`src/smmd_pkg.sv`:
```
// package of constants for the segmented memory map decoder
package smmd_pkg;

	// ----------------------------------------
	// register indices; the bus byte address is four times the index
	// ----------------------------------------
	localparam logic [15:0] SMMD_OFF_DSEG = 16'hF000;
	localparam logic [15:0] SMMD_OFF_REMAP = 16'hF0A0;
	localparam logic [15:0] SMMD_OFF_RSVD_A4 = 16'hF0A4;
	localparam logic [15:0] SMMD_OFF_RSVD_A6 = 16'hF0A6;
	localparam logic [15:0] SMMD_OFF_CSEG = 16'hF0B0;
	localparam logic [15:0] SMMD_OFF_STATUS = 16'hF0B4;

	// ----------------------------------------
	// reset values
	// ----------------------------------------
	localparam logic [7:0] SMMD_RST_DSEG = 8'h00;
	localparam logic [7:0] SMMD_RST_RSVD = 8'h00;
	localparam logic [3:0] SMMD_RST_CSEG = 4'h0;

	// ----------------------------------------
	// address widths and segment figures
	// ----------------------------------------
	localparam int SMMD_OFS_W = 16;
	localparam int SMMD_CSEG_W = 4;
	localparam int SMMD_DSEG_W = 5;
	localparam int SMMD_PADDR_W = 20;
	localparam int SMMD_DADDR_W = 21;
	localparam logic [4:0] SMMD_SEG_ZERO = 5'h00;
	localparam logic [4:0] SMMD_SEG_MIR_LAST = 5'h0F;
	localparam logic [4:0] SMMD_SEG_DFLASH = 5'h1F;

	// ----------------------------------------
	// segment 0 data-space layout (offsets within segment)
	// ----------------------------------------
	localparam logic [15:0] SMMD_ROMWIN_LAST = 16'h7FFF;
	localparam logic [15:0] SMMD_RAM_FIRST = 16'hD000;
	localparam logic [15:0] SMMD_RAM_LAST = 16'hDFFF;
	localparam logic [15:0] SMMD_TEST_FIRST = 16'hE000;
	localparam logic [15:0] SMMD_TEST_LAST = 16'hE3FF;
	localparam logic [15:0] SMMD_SFR_FIRST = 16'hF000;
	localparam logic [15:0] SMMD_SFR_LAST = 16'hFFFF;

	// ----------------------------------------
	// program-space regions
	// ----------------------------------------
	localparam logic [19:0] SMMD_VEC_LAST = 20'h000FF;
	localparam logic [19:0] SMMD_COPT_FIRST = 20'h0FFC0;
	localparam logic [19:0] SMMD_COPT_LAST = 20'h0FFFF;

	// ----------------------------------------
	// region codes and status bits
	// ----------------------------------------
	typedef enum logic [2:0] {
		SMMD_REG_NONE,
		SMMD_REG_RAM,
		SMMD_REG_SFR,
		SMMD_REG_ROMWIN,
		SMMD_REG_MIRROR,
		SMMD_REG_TEST,
		SMMD_REG_DFLASH
	} smmd_region_t;
	localparam int SMMD_ST_UNMAPPED = 0;
	localparam int SMMD_ST_COPT_FETCH = 1;
	localparam int SMMD_ST_VEC_FETCH = 2;
	localparam int SMMD_ST_REGION_LSB = 4;
	localparam logic [1:0] SMMD_RESP_OKAY = 2'b00;
	localparam logic [1:0] SMMD_RESP_SLVERR = 2'b10;

endpackage
```
`src/smmd_decoder.sv`:
```
// segmented memory map decoder with axi4-lite register slave
`timescale 1ns/1ns
// What this block does
// - program and data spaces are divided into 64 Kbyte segments.
// - program address is code segment (4 bits) above program counter (16 bits).
// - top code segment bit ignored; values eight to fifteen alias zero to seven.
// - data address is data segment (5 bits) above instruction address (16 bits).
// - each data location is one byte; transfers move 8-bit units.
// - rom window in data segment zero reads program segment zero, ignoring segment register.
// - program segment zero and data segment zero are separate spaces.
// - data segments one to seven mirror program segments one to seven.
// - data segments eight to fifteen mirror program segments zero to seven.
// - mirror segments reach every offset of program segments zero to seven.
// - data segment thirty-one is the data flash region.
// - data space holds a one-kilobyte test region.
// - reset and interrupt vectors are fetched from the program vector table; vector fetches here keep the code segment and reach it only in segment zero.
// - 64-byte option region selects mode, pll, watchdog, unused reset, remap.
// - flash remap address reset value comes from option settings.
// - ram contents are not cleared by hardware after reset.
module smmd_decoder
	import smmd_pkg::*;
#(
	parameter int ADDR_W = 18
) (
	// clock and reset
	input wire logic aclk,
	input wire logic aresetn,
	// option settings
	input wire logic [7:0] opt_remap_default,
	// cpu program fetch
	input wire logic fetch_req,
	input wire logic [15:0] fetch_pc,
	input wire logic fetch_vector,
	// cpu data access
	input wire logic data_req,
	input wire logic data_write,
	input wire logic [15:0] instruction_address_operand,
	// decoded program side
	output logic [19:0] prog_addr,
	output logic prog_fetch_en,
	output logic vector_table_hit,
	output logic option_region_hit,
	// decoded data side
	output logic [20:0] data_addr,
	output logic [19:0] data_prog_addr,
	output logic data_byte_en,
	output logic sel_ram,
	output logic sel_special_function_register,
	output logic sel_romwin,
	output logic sel_mirror,
	output logic sel_test,
	output logic sel_dflash,
	output logic data_unmapped,
	// register values
	output logic [7:0] flash_remap_address,
	// axi4-lite write address
	input wire logic [ADDR_W-1:0] s_axi_awaddr,
	input wire logic s_axi_awvalid,
	output logic s_axi_awready,
	// axi4-lite write data
	input wire logic [31:0] s_axi_wdata,
	input wire logic [3:0] s_axi_wstrb,
	input wire logic s_axi_wvalid,
	output logic s_axi_wready,
	// axi4-lite write response
	output logic [1:0] s_axi_bresp,
	output logic s_axi_bvalid,
	input wire logic s_axi_bready,
	// axi4-lite read address
	input wire logic [ADDR_W-1:0] s_axi_araddr,
	input wire logic s_axi_arvalid,
	output logic s_axi_arready,
	// axi4-lite read data
	output logic [31:0] s_axi_rdata,
	output logic [1:0] s_axi_rresp,
	output logic s_axi_rvalid,
	input wire logic s_axi_rready
);

	if (ADDR_W < 18) begin : g_chk
		$error("ADDR_W must be at least 18");
	end

	// ----------------------------------------
	// registers
	// ----------------------------------------
	logic [7:0] data_segment_select;
	logic [7:0] reserved_slot_a4;
	logic [7:0] reserved_slot_a6;
	logic [3:0] code_segment_select;
	logic remap_loaded;
	logic [7:0] status;

	// ----------------------------------------
	// program address formation
	// ----------------------------------------
	wire [2:0] cseg_eff = code_segment_select[2:0];
	wire [19:0] next_prog_addr = {1'b0, cseg_eff, fetch_pc};
	wire next_vec_hit = fetch_req && fetch_vector && (next_prog_addr <= SMMD_VEC_LAST);
	wire next_copt_hit = fetch_req && (next_prog_addr >= SMMD_COPT_FIRST)
		&& (next_prog_addr <= SMMD_COPT_LAST);
	// option region is never executed; the fetch is withheld
	wire next_fetch_en = fetch_req && !next_copt_hit;

	// ----------------------------------------
	// data address formation and region decode
	// ----------------------------------------
	wire [4:0] dseg = data_segment_select[4:0];
	wire [15:0] dofs = instruction_address_operand;
	wire [20:0] next_data_addr = {dseg, dofs};
	wire seg0 = (dseg == SMMD_SEG_ZERO);
	wire d_romwin = seg0 && (dofs <= SMMD_ROMWIN_LAST) && !data_write;
	wire d_ram = seg0 && (dofs >= SMMD_RAM_FIRST) && (dofs <= SMMD_RAM_LAST);
	wire d_test = seg0 && (dofs >= SMMD_TEST_FIRST) && (dofs <= SMMD_TEST_LAST);
	wire d_sfr = seg0 && (dofs >= SMMD_SFR_FIRST) && (dofs <= SMMD_SFR_LAST);
	// segments 1..15 mirror program segments, whole offset range, reads only
	wire d_mirror = !seg0 && (dseg <= SMMD_SEG_MIR_LAST) && !data_write;
	wire d_dflash = (dseg == SMMD_SEG_DFLASH);
	wire [2:0] mir_seg = dseg[2:0];
	wire [19:0] next_data_prog_addr = d_romwin ? {4'h0, dofs} : {1'b0, mir_seg, dofs};
	wire any_sel = d_romwin | d_ram | d_test | d_sfr | d_mirror | d_dflash;
	wire next_unmapped = data_req && !any_sel;

	smmd_region_t region;
	always_comb begin
		region = SMMD_REG_NONE;
		if (d_romwin) region = SMMD_REG_ROMWIN;
		else if (d_ram) region = SMMD_REG_RAM;
		else if (d_test) region = SMMD_REG_TEST;
		else if (d_sfr) region = SMMD_REG_SFR;
		else if (d_mirror) region = SMMD_REG_MIRROR;
		else if (d_dflash) region = SMMD_REG_DFLASH;
	end

	always_ff @(posedge aclk) begin
		if (!aresetn) begin
			prog_addr <= 20'h00000;
			prog_fetch_en <= 1'b0;
			vector_table_hit <= 1'b0;
			option_region_hit <= 1'b0;
			data_addr <= 21'h000000;
			data_prog_addr <= 20'h00000;
			data_byte_en <= 1'b0;
			sel_ram <= 1'b0;
			sel_special_function_register <= 1'b0;
			sel_romwin <= 1'b0;
			sel_mirror <= 1'b0;
			sel_test <= 1'b0;
			sel_dflash <= 1'b0;
			data_unmapped <= 1'b0;
		end else begin
			prog_addr <= next_prog_addr;
			prog_fetch_en <= next_fetch_en;
			vector_table_hit <= next_vec_hit;
			option_region_hit <= next_copt_hit;
			data_addr <= next_data_addr;
			data_prog_addr <= next_data_prog_addr;
			data_byte_en <= data_req && any_sel;
			sel_ram <= data_req && (region == SMMD_REG_RAM);
			sel_special_function_register <= data_req && (region == SMMD_REG_SFR);
			sel_romwin <= data_req && (region == SMMD_REG_ROMWIN);
			sel_mirror <= data_req && (region == SMMD_REG_MIRROR);
			sel_test <= data_req && (region == SMMD_REG_TEST);
			sel_dflash <= data_req && (region == SMMD_REG_DFLASH);
			data_unmapped <= next_unmapped;
		end
	end

	// ----------------------------------------
	// axi4-lite write channel
	// ----------------------------------------
	logic aw_held;
	logic w_held;
	logic [17:0] aw_addr;
	logic [7:0] w_byte;
	logic w_lane0;
	wire aw_take = s_axi_awvalid && s_axi_awready;
	wire w_take = s_axi_wvalid && s_axi_wready;
	wire have_aw = aw_held || aw_take;
	wire have_w = w_held || w_take;
	wire [17:0] wr_addr = aw_take ? s_axi_awaddr[17:0] : aw_addr;
	wire [7:0] wr_byte = w_take ? s_axi_wdata[7:0] : w_byte;
	wire wr_lane0 = w_take ? s_axi_wstrb[0] : w_lane0;
	wire wr_fire = have_aw && have_w && !s_axi_bvalid;
	wire wr_hit_dseg = wr_addr == {SMMD_OFF_DSEG, 2'b00};
	wire wr_hit_remap = wr_addr == {SMMD_OFF_REMAP, 2'b00};
	wire wr_hit_a4 = wr_addr == {SMMD_OFF_RSVD_A4, 2'b00};
	wire wr_hit_a6 = wr_addr == {SMMD_OFF_RSVD_A6, 2'b00};
	wire wr_hit_cseg = wr_addr == {SMMD_OFF_CSEG, 2'b00};
	wire wr_hit_st = wr_addr == {SMMD_OFF_STATUS, 2'b00};
	wire wr_mapped = wr_hit_dseg | wr_hit_remap | wr_hit_a4 | wr_hit_a6 | wr_hit_cseg | wr_hit_st;
	wire wr_en = wr_fire && wr_lane0;

	always_ff @(posedge aclk) begin
		if (!aresetn) begin
			aw_held <= 1'b0;
			w_held <= 1'b0;
			aw_addr <= 18'h00000;
			w_byte <= 8'h00;
			w_lane0 <= 1'b0;
			s_axi_awready <= 1'b0;
			s_axi_wready <= 1'b0;
			s_axi_bvalid <= 1'b0;
			s_axi_bresp <= SMMD_RESP_OKAY;
		end else begin
			s_axi_awready <= !have_aw && !s_axi_bvalid;
			s_axi_wready <= !have_w && !s_axi_bvalid;
			if (aw_take) aw_addr <= s_axi_awaddr[17:0];
			if (w_take) begin
				w_byte <= s_axi_wdata[7:0];
				w_lane0 <= s_axi_wstrb[0];
			end
			if (wr_fire) begin
				aw_held <= 1'b0;
				w_held <= 1'b0;
				s_axi_bvalid <= 1'b1;
				s_axi_bresp <= wr_mapped ? SMMD_RESP_OKAY : SMMD_RESP_SLVERR;
			end else begin
				aw_held <= have_aw;
				w_held <= have_w;
				if (s_axi_bvalid && s_axi_bready) s_axi_bvalid <= 1'b0;
			end
		end
	end

	// ----------------------------------------
	// register storage
	// ----------------------------------------
	wire st_clr_unm = wr_en && wr_hit_st && wr_byte[SMMD_ST_UNMAPPED];
	wire st_clr_copt = wr_en && wr_hit_st && wr_byte[SMMD_ST_COPT_FETCH];
	wire st_clr_vec = wr_en && wr_hit_st && wr_byte[SMMD_ST_VEC_FETCH];

	always_ff @(posedge aclk) begin
		if (!aresetn) begin
			data_segment_select <= SMMD_RST_DSEG;
			reserved_slot_a4 <= SMMD_RST_RSVD;
			reserved_slot_a6 <= SMMD_RST_RSVD;
			code_segment_select <= SMMD_RST_CSEG;
			flash_remap_address <= 8'h00;
			remap_loaded <= 1'b0;
			status <= 8'h00;
		end else begin
			// option value captured by the first clocked cycle after release
			if (!remap_loaded) begin
				flash_remap_address <= opt_remap_default;
				remap_loaded <= 1'b1;
			end else if (wr_en && wr_hit_remap) begin
				flash_remap_address <= wr_byte;
			end
			if (wr_en && wr_hit_dseg) data_segment_select <= wr_byte;
			if (wr_en && wr_hit_a4) reserved_slot_a4 <= wr_byte;
			if (wr_en && wr_hit_a6) reserved_slot_a6 <= wr_byte;
			if (wr_en && wr_hit_cseg) code_segment_select <= wr_byte[3:0];
			// sticky flags: a new event wins over a clear
			status[SMMD_ST_UNMAPPED] <= next_unmapped || (status[SMMD_ST_UNMAPPED] && !st_clr_unm);
			status[SMMD_ST_COPT_FETCH] <= next_copt_hit || (status[SMMD_ST_COPT_FETCH] && !st_clr_copt);
			status[SMMD_ST_VEC_FETCH] <= next_vec_hit || (status[SMMD_ST_VEC_FETCH] && !st_clr_vec);
			status[3] <= 1'b0;
			status[SMMD_ST_REGION_LSB +: 3] <= data_req ? region : status[SMMD_ST_REGION_LSB +: 3];
			status[7] <= 1'b0;
		end
	end

	// ----------------------------------------
	// axi4-lite read channel
	// ----------------------------------------
	wire [17:0] rd_addr = s_axi_araddr[17:0];
	wire rd_take = s_axi_arvalid && s_axi_arready;
	wire rd_hit_dseg = rd_addr == {SMMD_OFF_DSEG, 2'b00};
	wire rd_hit_remap = rd_addr == {SMMD_OFF_REMAP, 2'b00};
	wire rd_hit_a4 = rd_addr == {SMMD_OFF_RSVD_A4, 2'b00};
	wire rd_hit_a6 = rd_addr == {SMMD_OFF_RSVD_A6, 2'b00};
	wire rd_hit_cseg = rd_addr == {SMMD_OFF_CSEG, 2'b00};
	wire rd_hit_st = rd_addr == {SMMD_OFF_STATUS, 2'b00};
	wire rd_mapped = rd_hit_dseg | rd_hit_remap | rd_hit_a4 | rd_hit_a6 | rd_hit_cseg | rd_hit_st;
	wire [7:0] rd_byte = rd_hit_dseg ? data_segment_select
		: rd_hit_remap ? flash_remap_address
		: rd_hit_a4 ? reserved_slot_a4
		: rd_hit_a6 ? reserved_slot_a6
		: rd_hit_cseg ? {4'h0, code_segment_select}
		: rd_hit_st ? status
		: 8'h00;

	always_ff @(posedge aclk) begin
		if (!aresetn) begin
			s_axi_arready <= 1'b0;
			s_axi_rvalid <= 1'b0;
			s_axi_rdata <= 32'h00000000;
			s_axi_rresp <= SMMD_RESP_OKAY;
		end else begin
			s_axi_arready <= !s_axi_rvalid && !rd_take;
			if (rd_take) begin
				s_axi_rvalid <= 1'b1;
				s_axi_rdata <= {24'h000000, rd_byte};
				s_axi_rresp <= rd_mapped ? SMMD_RESP_OKAY : SMMD_RESP_SLVERR;
			end else if (s_axi_rvalid && s_axi_rready) begin
				s_axi_rvalid <= 1'b0;
			end
		end
	end

endmodule

```
`config.mk`:
```
export PLATFORM = sky130hd
export DESIGN_NAME = smmd_decoder
export DESIGN_NICKNAME = d
export VERILOG_FILES = /design/src/smmd_pkg.sv /design/src/smmd_decoder.sv
export SDC_FILE = /design/constraint.sdc
export NUM_CORES = 1
export LEC_CHECK = 0
export ABC_AREA = 1
export BUFFER_PORTS_ARGS = -buffer_cell sky130_fd_sc_hd__clkbuf_2
export CORE_ASPECT_RATIO = 1.4
export CORE_MARGIN = 4
export CORE_UTILIZATION = 50
export CTS_CLUSTER_DIAMETER = 30
export DETAILED_ROUTE_END_ITERATION = 16
export PLACE_DENSITY = 0.83
export SYNTH_ARGS = -nofsm -noshare
export SYNTH_HDL_FRONTEND = slang
export SYNTH_SLANG_ARGS = --single-unit
```
`constraint.sdc`:
```
create_clock -name aclk -period 2.4 [get_ports aclk]
set_input_delay 0.36 -clock aclk [delete_from_list [all_inputs] [get_ports aclk]]
set_output_delay 0.36 -clock aclk [all_outputs]
set_load 0.01 [all_outputs]
```
# == Word level (Yosys, flattened, before mapping) ==
# Cells that the tools add are included.
# classes
bitwise,16
n_lt_le_gt_ge,11
eq_ne,20
reduce_logical,68
mux,24
# op_table
cell,count
== test 18 bit (second input constant),12
two-way mux 8 bit,9
greater-or-equal comparator 16 bit (second input constant),3
less-or-equal comparator 16 bit (second input constant),3
logical AND 1 bit,46
greater-or-equal comparator 19 x 16 -> 1 bit (second input constant),1
less-or-equal comparator 19 x 16 -> 1 bit (second input constant),1
less-or-equal comparator 19 x 8 -> 1 bit (second input constant),1
two-way mux 18 bit,1
two-way mux 3 bit,6
less-or-equal comparator 16 x 15 -> 1 bit (second input constant),1
bitwise OR 1 bit,15
logical NOT 1 bit,12
== test 3 bit (second input constant),3
== test 3 x 2 -> 1 bit (second input constant),2
two-way mux 1 bit,6
== test 5 bit (second input constant),1
less-or-equal comparator 5 x 4 -> 1 bit (second input constant),1
logical NOT 5 bit,1
logical OR 1 bit,5
two-way mux 2 bit,2
nonzero test 2 bit,2
OR reduction 2 bit,2
== test 3 x 1 -> 1 bit (second input constant),1
2 further kinds,2
# totals
elab_cells,177
reg_bits,163
output_inout_bits,121

# == Logic depth before layout (Yosys ltp) ==
# Gate-level depths: netlist of run 1.
# logic_depth
word_depth,11
depth_mapped,14

# == Least setup slack after synthesis of run 1 ==
# Ideal clock, no wire load.
# synth_timing
path_type,flip-flop to flip-flop
startpoint,register s_axi_awready
endpoint,register flash_remap_address[0]
path_slack_ns,0.640
stages_incl_launch_ff,13
setup_time_ns,0.115
t_arrival_ns,1.645
synth_period_minus_slack_ns,1.760
required_ns,2.285
path_cell_list,dfxtp_1 buf_6 nand2_8 buf_12 nand2_4 nand2_2 nor2_4 nand3_2 nor2_2 nand3_2 buf_6 a21oi_1 nor2_1
# synth_via
elab_chain_cells,7
word_cells_on_any_way,9
cone_classes,eq/ne: 2; mux: 1; reduce/logical: 6
# synth_lines
element,line,source
start: declaration,smmd_decoder.sv:59,"output logic s_axi_awready,"
start signal: assignment,smmd_decoder.sv:206,s_axi_awready <= !have_aw && !s_axi_bvalid;
logical AND 1 bit *,smmd_decoder.sv:177,wire aw_take = s_axi_awvalid && s_axi_awready;
branches (longest 4 deep; another with two-way mux 18 bit),-,
logical AND 1 bit *,smmd_decoder.sv:247,end else if (wr_en && wr_hit_remap) begin
inequality test 2 x 1 -> 1 bit (no source line) *,-,
end signal: assignment,smmd_decoder.sv:245,flash_remap_address <= opt_remap_default;
end signal: assignment,smmd_decoder.sv:248,flash_remap_address <= wr_byte;
end: declaration,smmd_decoder.sv:55,"output logic [7:0] flash_remap_address,"
# Mark *: on every way between the ends.
# A chain may end at the register's enable or synchronous reset.

# == Final worst setup path of run 1 ==
# layout_timing
startpoint,register s_axi_awready
endpoint,register flash_remap_address[7]
# The elaborated chain is that of the path after synthesis.

==> results.toml, run 1 <==
[run_status]
status = "completed"

[synth]
yosys_warnings = 0
synth.avg_cell_area_um2 = 7.209
ys_seq_elements = 141
yosysTopAreaCell = "dfxtp_1"
synth_seq_area_share = 0.4341
synth_cell_types = 40
synthCells = 902
syn_area_um2 = 6502
synth_top_area_frac = 0.4341
synthTopCellsByArea = "dfxtp_1, nand2_1, inv_1, nor2_1, buf_4"

[cts]
clkTransAtPathRegs_ns = 0.07
tritoncts = "done"
htreeDepth = 4
cts_buffers = 17
cts_root_buffer = "clkbuf_16"
postCtsSetupBuffers = 0
numClockSinks = 141
worstSkewPairLatency_ns = 0.41
cts_buffer_depth = 2

[worst_setup_path]
cpPeakStageDelay_ns = 0.54
path_class = "reg2reg"
crit_family = "simple AND/OR/NAND/NOR gates"
arrival_ns = 2.56
crit_required_ns = 2.70
slowest_stage = "dfxtp_1"
worstSetupStartpointType = "flop"
path_max_fanout = 25
crit_buf_inv = 1
crit_chain = "nand2_8 > inv_2 > or2_1 > nand2_1 > nor2_4 > nand3_2 > a21oi_1 > nor2_1"
cp-end-kind = "flop"

[timing]
setup_violations = 0
hold_viol = 0
rsz0062_at_grt = "true"
hold_ws_ns = 0.1196
worst_slew_pin_slew_ns = 0.5160
slew_headroom = 0.6531
fmax_mhz = 443.0
final_max_slew_viol_count = 0
timing.final.crit_period_ns = 2.257
clock_skew_ns = 0.009794
timing.final.crit_share = 0.9405

[pwr]
power_density_nw_per_um2 = 722.1
peakVddDrop_mv = 0.4053
leakage_uw = 0.004281
total_power_uw = 5734

[global_route]
globalRouteOverflowTotal = 0
grt_max_degree = 38
first_global_vias = 5640
grt_usage = 0.2164
grt_pass1_wl_mm = 26.33
grt_antenna_before_repair = 0

[floorplanning]
die_y_um = 142.9
die_w_um = 104.4
placementRows = 49
dieArea_um2 = 14920
start_util = 0.5075
io_pins = 244
core_um2 = 12810

[placed_design]
dpl.hpwl_mm = 12.66
gp_congestion = 0.9589
io_buffers = 188
dp_cells = 1214

[layout]
area_delta_synth_final_pct = 22.11
fillers = 1177
drive_above_1_share = 0.2699
diodes = 0
nets = 1203
finalNonFillerCells = 1246

[detailed_routing]
via_per_inst = 4.852
antenna_left = 0
routed-via-count = 6046
wl_mm = 16.29
first_pass_iters = 5
drt_iter0_markers = 269
drc = 0
drt-wirelength-per-cell_um = 13.07

[run]
drv_cap = 0

[min_path]
hold_class = "in2reg"
## metal layers
metal | track usage | vias to the layer above | part of all wire
met5 | 0 | - | 0
met4 | 0.08613 | 0 | 0.028
met3 | 0.04975 | 34 | 0.066
met2 | 0.3965 | 212 | 0.51
met1 | 0.2425 | 2707 | 0.39
li1 | - | 3093 | -
## sequential cells by signal (all words and copies together) (netlist names), 3 cells and up
signal,cells
data_segment_select,8
flash_remap_address,8
s_axi_rdata,8
aw_addr,18
data_prog_addr,3
data_addr,21
reserved_slot_a4,8
status,6
reserved_slot_a6,8
code_segment_select,4
prog_addr,19
w_byte,8
## cells in the mapped netlist (all sizes together)
master / instances
and3: 2
or2: 9
conb: 1
clkbuf: 11
nor2: 112
dfxtp: 141
nor4: 8
nand3: 62
a21boi: 4
nand3b: 2
o21bai: 1
a21oi: 48
nand4: 11
nor3: 8
mux2i: 1
nor3b: 2
o2111ai: 8
buf: 61
nand2: 191
inv: 160
o211ai: 1
o21ai: 57
o22ai: 1
## repair_timing
item	in CTS	in global routing
hold buffers	0	0
gates resized for setup	0	0
endpoints found under the setup margin	0	2
## stage by stage
stage          setup TNS (ns)  worst slack (ns)    util  instance area, um2
6_report                    0            0.1427  0.6197                7940
5_1_grt             -0.004779         -0.004000  0.6197                7940
4_1_cts                     0            0.1525  0.6197                7940
3_5_place_dp                0            0.1847  0.5733                7346
3_3_place_gp                0            0.2544  0.5733                7346
2_1_floorplan               0            0.6403       -                6604
## worst paths after layout
kind                                               end  cells after the start                start  slack [ns]
worst min register to register     reserved_slot_a4[4]                      2  reserved_slot_a4[4]        0.45
worst max register to register  flash_remap_address[7]                      8        s_axi_awready        0.14
worst min-delay path                      prog_addr[1]                      3          fetch_pc[1]        0.12
worst max-delay path            flash_remap_address[7]                      8        s_axi_awready        0.14
## cell families after synthesis
family / share of synthesized area
other cells: 0.0005767
simple gates: 0.2894
mux: 0.001539
compound gates: 0.1035
flops: 0.4341
buf+inv: 0.1709
## power breakdown
| part | total [uW] | internal, uW | switching, uW | leakage (uW) |
|---|---|---|---|---|
| combinational | 693 | 254 | 439 | 0.00284 |
| clock | 2550 | 1400 | 1150 | 0.000284 |
| sequential | 2490 | 2440 | 50.3 | 0.00115 |
| total | 5730 | 4090 | 1640 | 0.00428 |
## layout by cell type (no fill, tap or decap), drive strengths merged
master    instances
a21boi            4
a21oi            48
and3              2
buf              16
clkbuf          205
clkinv            4
clkinvlp          2
conb             28
dfxtp           141
inv             169
mux2i             1
nand2           191
nand3            62
nand3b            2
nand4            11
nor2            112
nor3              8
nor3b             2
nor4              8
o2111ai           8
o211ai            1
o21ai            57
o21bai            1
o22ai             1
or2               9
## cell type report
cell class	instances	area [um2]	share of cell area
flip-flops and latches	141	2823	0.3555
multi-input cells	556	2670	0.3363
repair buffers	204	1061	0.1336
inverters	160	600.6	0.07564
clock buffers	17	425.4	0.05358
well taps	153	191.4	0.02411
clock inverters	15	168.9	0.02127
## worst min-delay path, stage by stage
cell,delay [ns]
clkbuf_2,0.08
nand2_1,0.04
inv_1,0.04
No activity file was read; power rests on OpenSTA's default activity.
==> run 2, diff against run 1 <==
- ABC_AREA: 1 -> default
- CORE_UTILIZATION: 50 -> 49
- PLACE_DENSITY: 0.83 -> 0.82
==> run 2 against run 1 <==
  * Sequential cell count did not move
  * Via count fell by 12%
  * Count of clock-buffer cells in the layout grew 3
  * Synthesized area fell by 4.6%
  * Critical path depth fell by 3
  * Sequential share of layout area up 1.3 points
  * Critical path type unchanged
  * Critical endpoint is now code_segment_select[1]
  * Largest cell class is now multi-input gates
  * Highest routed layer unchanged
==> results.toml, run 2 <==
[worst_setup_path]
reg2reg_from = "s_axi_awready"
r2r-end = "code_segment_select[1]"
crit_required_ns = 2.70
critPathLaunch = "s_axi_awready"
r2r_cells = 5
cp-end-kind = "flop"
path_max_fanout = 10
endpoint = "code_segment_select[1]"
arrival_ns = 2.52
reg2reg_slack_ns = 0.19
path_class = "reg2reg"
worstSetupStartpointType = "flop"

[timing]
final_max_slew_viol_count = 0
clock_skew_ns = 0.009671
hold_viol = 0
setup_violations = 0
timing.final.crit_share = 0.9227
slew_headroom = 0.6265
final.setup.tns_ns = 0
rsz0062_at_grt = "false"
worst_slew_pin_slew_ns = 0.5551
fmax_mhz = 451.6
timing.final.crit_period_ns = 2.214

[detailed_routing]
via_per_inst = 5.342
routed-via-count = 5310
drc = 0
wl_met2_mm = 8.535
wl_met1_mm = 5.529
top_layer_used = "met4"
wl_mm = 16.26
first_pass_iters = 4
met3_wirelength_mm = 1.606
antenna_left = 0
drt-wirelength-per-cell_um = 16.35
drt_iter0_markers = 251

[min_path]
hold_depth = 2
hold_class = "in2reg"

[floorplanning]
core_um2 = 12370
io_pins = 244
start_util = 0.5015
die_w_um = 103.1
dieArea_um2 = 14550
placementRows = 48
die_y_um = 141.1

[synth]
synth_seq_area_share = 0.4549
synth_common_cells = "dfxtp_1, nand2_1, and2_1"
synth_cell_types = 70
synthCells = 654
yosys_warnings = 0
syn_area_um2 = 6205
synth_top_area_frac = 0.4549
yosysTopAreaCell = "dfxtp_1"
synth_edf_count = 0
ys_seq_elements = 141
synthTopCellsByArea = "dfxtp_1, and2_1, buf_4, nand2_1, mux2i_1"
synth_most_common_cell = "dfxtp_1"
synth_top_flop_cell = "dfxtp_1"
synth.avg_cell_area_um2 = 9.487
async_flop_share = 0

[pwr]
power_density_nw_per_um2 = 733.7
peakVddDrop_mv = 0.4573
leakage_uw = 0.003574

[placed_design]
dpl.hpwl_mm = 12.78
io_buffers = 188
gp_congestion = 0.9612

[global_route]
first_global_vias = 5209
grt_pass1_wl_mm = 25.10
grt_antenna_before_repair = 0
globalRouteOverflowTotal = 0
grt_usage = 0.2221
grt_max_degree = 53

[layout]
largest-register = "data_addr"
area_delta_synth_final_pct = 23.63
top_regs = "data_addr (21), prog_addr (19), aw_addr (18)"
drive_above_1_share = 0.3389
mostFrequentLayoutCells = "clkbuf_2, dfxtp_1, nand2_1"
fillers = 1079
diodes = 0
largest_reg_flops = 21
final_common_cell = "clkbuf_2"
utilization = 0.6200
nets = 954

[cts]
numClockSinks = 141
cts_root_buffer = "clkbuf_16"
clkTransAtPathRegs_ns = 0.06
htreeDepth = 4
cts_buffer_depth = 2
cts_buffers = 17
tritoncts = "done"
worstSkewPairLatency_ns = 0.42
hold_buffers = 0

[run_status]
status = "completed"

[run]
drv_cap = 0
[run 2: changes by cell type after synthesis, sizes merged, moves of 27 or more]
| cell | delta |
|---|---|
| a21oi | -30 |
| and2 | +57 |
| inv | -148 |
| mux2i | +27 |
| nand2 | -111 |
| nand3 | -54 |
| nor2 | -97 |
| o21ai | -40 |
[run 2: kinds of logic after synthesis]
| kind of cell | Yosys count | synth area share |
|---|---|---|
| AOI/OAI and AO/OA | 111 | 0.1309 |
| buffers and inverters | 89 | 0.08792 |
| DFF | 141 | 0.4549 |
| muxes | 51 | 0.08893 |
| other | 1 | 0.0006044 |
| and+or+nand+nor | 261 | 0.2367 |
[run 2: report_power, final]
| group | leakage (uW) | switching (uW) | internal (uW) |
|---|---|---|---|
| sequential | 0.00115 | 58.9 | 2430 |
| combinational | 0.00214 | 321 | 255 |
| clock | 0.000277 | 998 | 1560 |
[run 2: worst min path at each step]
stage / from / to / slack, ns
5_1_grt: fetch_pc[4] / prog_addr[4] / 0.13
6_report: instruction_address_operand[0] / data_addr[0] / 0.14
3_5_place_dp: aw_held / s_axi_awready / 0.42
4_1_cts: instruction_address_operand[0] / data_addr[0] / 0.13
3_3_place_gp: aw_held / s_axi_awready / 0.41
2_1_floorplan: aresetn / remap_loaded / 0.39
[run 2: timing repair]
action / CTS / global route
hold endpoints to repair: 0 / 0
setup buffers: 0 / 0
gates resized for setup: 0 / 1
endpoints found under the setup margin: 0 / 12
[run 2: routing by layer]
metal,vias to the layer above,GRT usage
met5,-,0
met4,0,0.1126
met3,35,0.07624
met2,224,0.4058
met1,2444,0.2137
li1,2607,-
[run 2: area by class of cell]
cell class                 count  area, um2  area share
clock buffer                  20      446.7     0.05823
clock inverter                12      136.4     0.01778
inverter                      12      45.04    0.005872
multi-input combinational    451       2938      0.3830
sequential                   141       2824      0.3681
tap                          150      187.7     0.02447
timing repair buffer         208       1094      0.1426
[run 2: metrics by stage]
| step | hold WS (ns) | cell area [um2] | setup slack [ns] | total power [uW] | cells |
|---|---|---|---|---|---|
| 2_1_floorplan | 0.3877 | 6306 | 0.2329 | 2914 | 681 |
| 3_3_place_gp | 0.4093 | 7087 | 0.1634 | 3106 | 962 |
| 3_5_place_dp | 0.4179 | 7087 | 0.08948 | 3117 | 962 |
| 4_1_cts | 0.1281 | 7670 | 0.05955 | 5669 | 994 |
| 5_1_grt | 0.1340 | 7671 | 0.1262 | 5838 | 994 |
| 6_report | 0.1400 | 7671 | 0.1856 | 5628 | 994 |
[run 2: critical path, stage by stage, from the launching register on]
cell and delay (ns):
dfxtp_2 0.48, and2_2 0.28, nand3_1 0.18, a21oi_1 0.40
nand4_1 0.38, mux2_2 0.38
==> run 3, diff against run 2 <==
==> constraint.sdc (replaced) <==
create_clock -name aclk -period 2.4 [get_ports aclk]
set_input_delay 0.24 -clock aclk [delete_from_list [all_inputs] [get_ports aclk]]
set_output_delay 0.24 -clock aclk [all_outputs]
set_load 0.01 [all_outputs]
==> run 3 against run 2 <==
  * Count of clock-buffer cells in the layout decreased by 3
  * Global-route usage up 0.24 points
  * Total power grew 3.5%
  * Register-to-register slack got worse by 0.07 ns
  * First-iteration DRC count fell by 7.6%
  * Largest cell class unchanged
  * Setup slack lost 0.068 ns
  * Utilization barely moved
  * Worst hold slack lost 0.12 ns
==> results.toml, run 3 (synthesis results as in run 2) <==
[run_status]
status = "completed"

[worst_setup_path]
cpPeakStageDelay_ns = 0.62
slowest_stage = "dfxtp_1"
crit_buf_inv = 0
critPathLaunch = "s_axi_awready"
path_max_fanout = 15
worstSetupStartpointType = "flop"
cp_num_cells = 5
crit_chain = "nand2_8 > mux2i_4 > or3_1 > or3_4 > o311ai_1"
r2r-end = "flash_remap_address[0]"
crit_required_ns = 2.71
reg2reg_slack_ns = 0.12
crit_family = "simple AND/OR/NAND/NOR gates"
r2r_cells = 5
endpoint = "flash_remap_address[0]"
arrival_ns = 2.59
cp-end-kind = "flop"
path_class = "reg2reg"
reg2reg_from = "s_axi_awready"

[cts]
cts_buffer_depth = 2
numClockSinks = 141
clkTransAtPathRegs_ns = 0.06
postCtsSetupBuffers = 0
htreeDepth = 4
cts_buffers = 17
worstSkewPairLatency_ns = 0.41
tritoncts = "done"
cts_root_buffer = "clkbuf_16"
hold_buffers = 0
post_cts_resized = 0

[layout]
largest_reg_flops = 21
diodes = 0
finalInstanceArea_um2 = 7676
final_common_cell = "clkbuf_2"
mostFrequentLayoutCells = "clkbuf_2, dfxtp_1, nand2_1"
drive_above_1_share = 0.3361
nets = 949
largest-register = "data_addr"
area_delta_synth_final_pct = 23.71
top_regs = "data_addr (21), prog_addr (19), aw_addr (18)"
fillers = 1067

[global_route]
first_global_vias = 5179
globalRouteOverflowTotal = 0
grt_pass1_wl_mm = 25.44
grt_max_degree = 59
grt_usage = 0.2246
grt_antenna_before_repair = 0

[timing]
timing.final.crit_share = 0.9510
clock_skew_ns = 0.005242
rsz0062_at_grt = "false"
timing.final.crit_period_ns = 2.282
hold_viol = 0
worst_slew_pin_slew_ns = 0.5892
final_max_slew_viol_count = 0
final.setup.tns_ns = 0
fmax_mhz = 438.1
setup_violations = 0
slew_headroom = 0.6036

[detailed_routing]
via_per_inst = 5.361
antenna_left = 0
drt_iter0_markers = 232
drt-wirelength-per-cell_um = 16.69
wl_mm = 16.50
drc = 0
first_pass_iters = 5
routed-via-count = 5302

[floorplanning]
start_util = 0.5015
placementRows = 48
dieArea_um2 = 14550
core_um2 = 12370
die_y_um = 141.1
die_w_um = 103.1
io_pins = 244

[min_path]
hold_class = "in2reg"

[pwr]
sw_frac_of_total = 0.2528
internal_power_uw = 4351
total_power_uw = 5823
peakVddDrop_mv = 0.4439
power_density_nw_per_um2 = 758.5
p_seq_frac = 0.427
leakage_uw = 0.003577
combPwrFrac = 0.098
switchingPower_uw = 1472
clockPowerShare = 0.474

[placed_design]
gp_congestion = 0.9536
dpl.hpwl_mm = 12.70
placed_cell_area_um2 = 7049
io_buffers = 188

[run]
drv_cap = 0
[run 3: power groups by stage]
stage | clock, uW | sequential, uW | combinational, uW
5_1_grt | 2900 | 2500 | 637
6_report | 2760 | 2490 | 573
3_5_place_dp | 0 | 2540 | 570
3_3_place_gp | 0 | 2540 | 562
2_1_floorplan | 0 | 2550 | 367
4_1_cts | 2790 | 2490 | 575
[run 3: metal layers]
layer | global-route usage | share of wire
met3 | 0.06782 | 0.093
met2 | 0.4119 | 0.53
met1 | 0.2225 | 0.35
met5 | 0 | 0
met4 | 0.1091 | 0.033
[run 3: layout make-up]
| class | count | area (um2) | area share |
|---|---|---|---|
| Tap cell | 150 | 187.7 | 0.02445 |
| Timing Repair Buffer | 203 | 1056 | 0.1376 |
| Clock inverter | 15 | 201.4 | 0.02624 |
| Clock buffer | 17 | 425.4 | 0.05542 |
| Multi-Input combinational cell | 451 | 2938 | 0.3827 |
| Inverter | 12 | 45.04 | 0.005868 |
| Sequential cell | 141 | 2823 | 0.3677 |
[run 3: worst min path at each step]
stage / startpoint / endpoint / slack (ns) / cells after the start
final: instruction_address_operand[8] / data_addr[8] / 0.02 / 2
after global routing: instruction_address_operand[8] / data_addr[8] / 0.005 / 2
after CTS: instruction_address_operand[8] / data_addr[8] / 0.006 / 2
after detailed placement: aw_held / s_axi_awready / 0.42 / 1
after global placement: aw_held / s_axi_awready / 0.41 / 1
after floorplan: aresetn / remap_loaded / 0.27 / 0
[run 3: through the flow]
stage	util	cells	setup slack (ns)	hold WS [ns]
after global placement	0.5698	957	0.2251	0.4086
final	0.6204	989	0.1176	0.01753
after detailed placement	0.5698	957	0.1636	0.4198
after floorplan	-	681	0.2329	0.2677
after CTS	0.6204	989	0.1507	0.006487
after global routing	0.6204	989	0.01402	0.005385
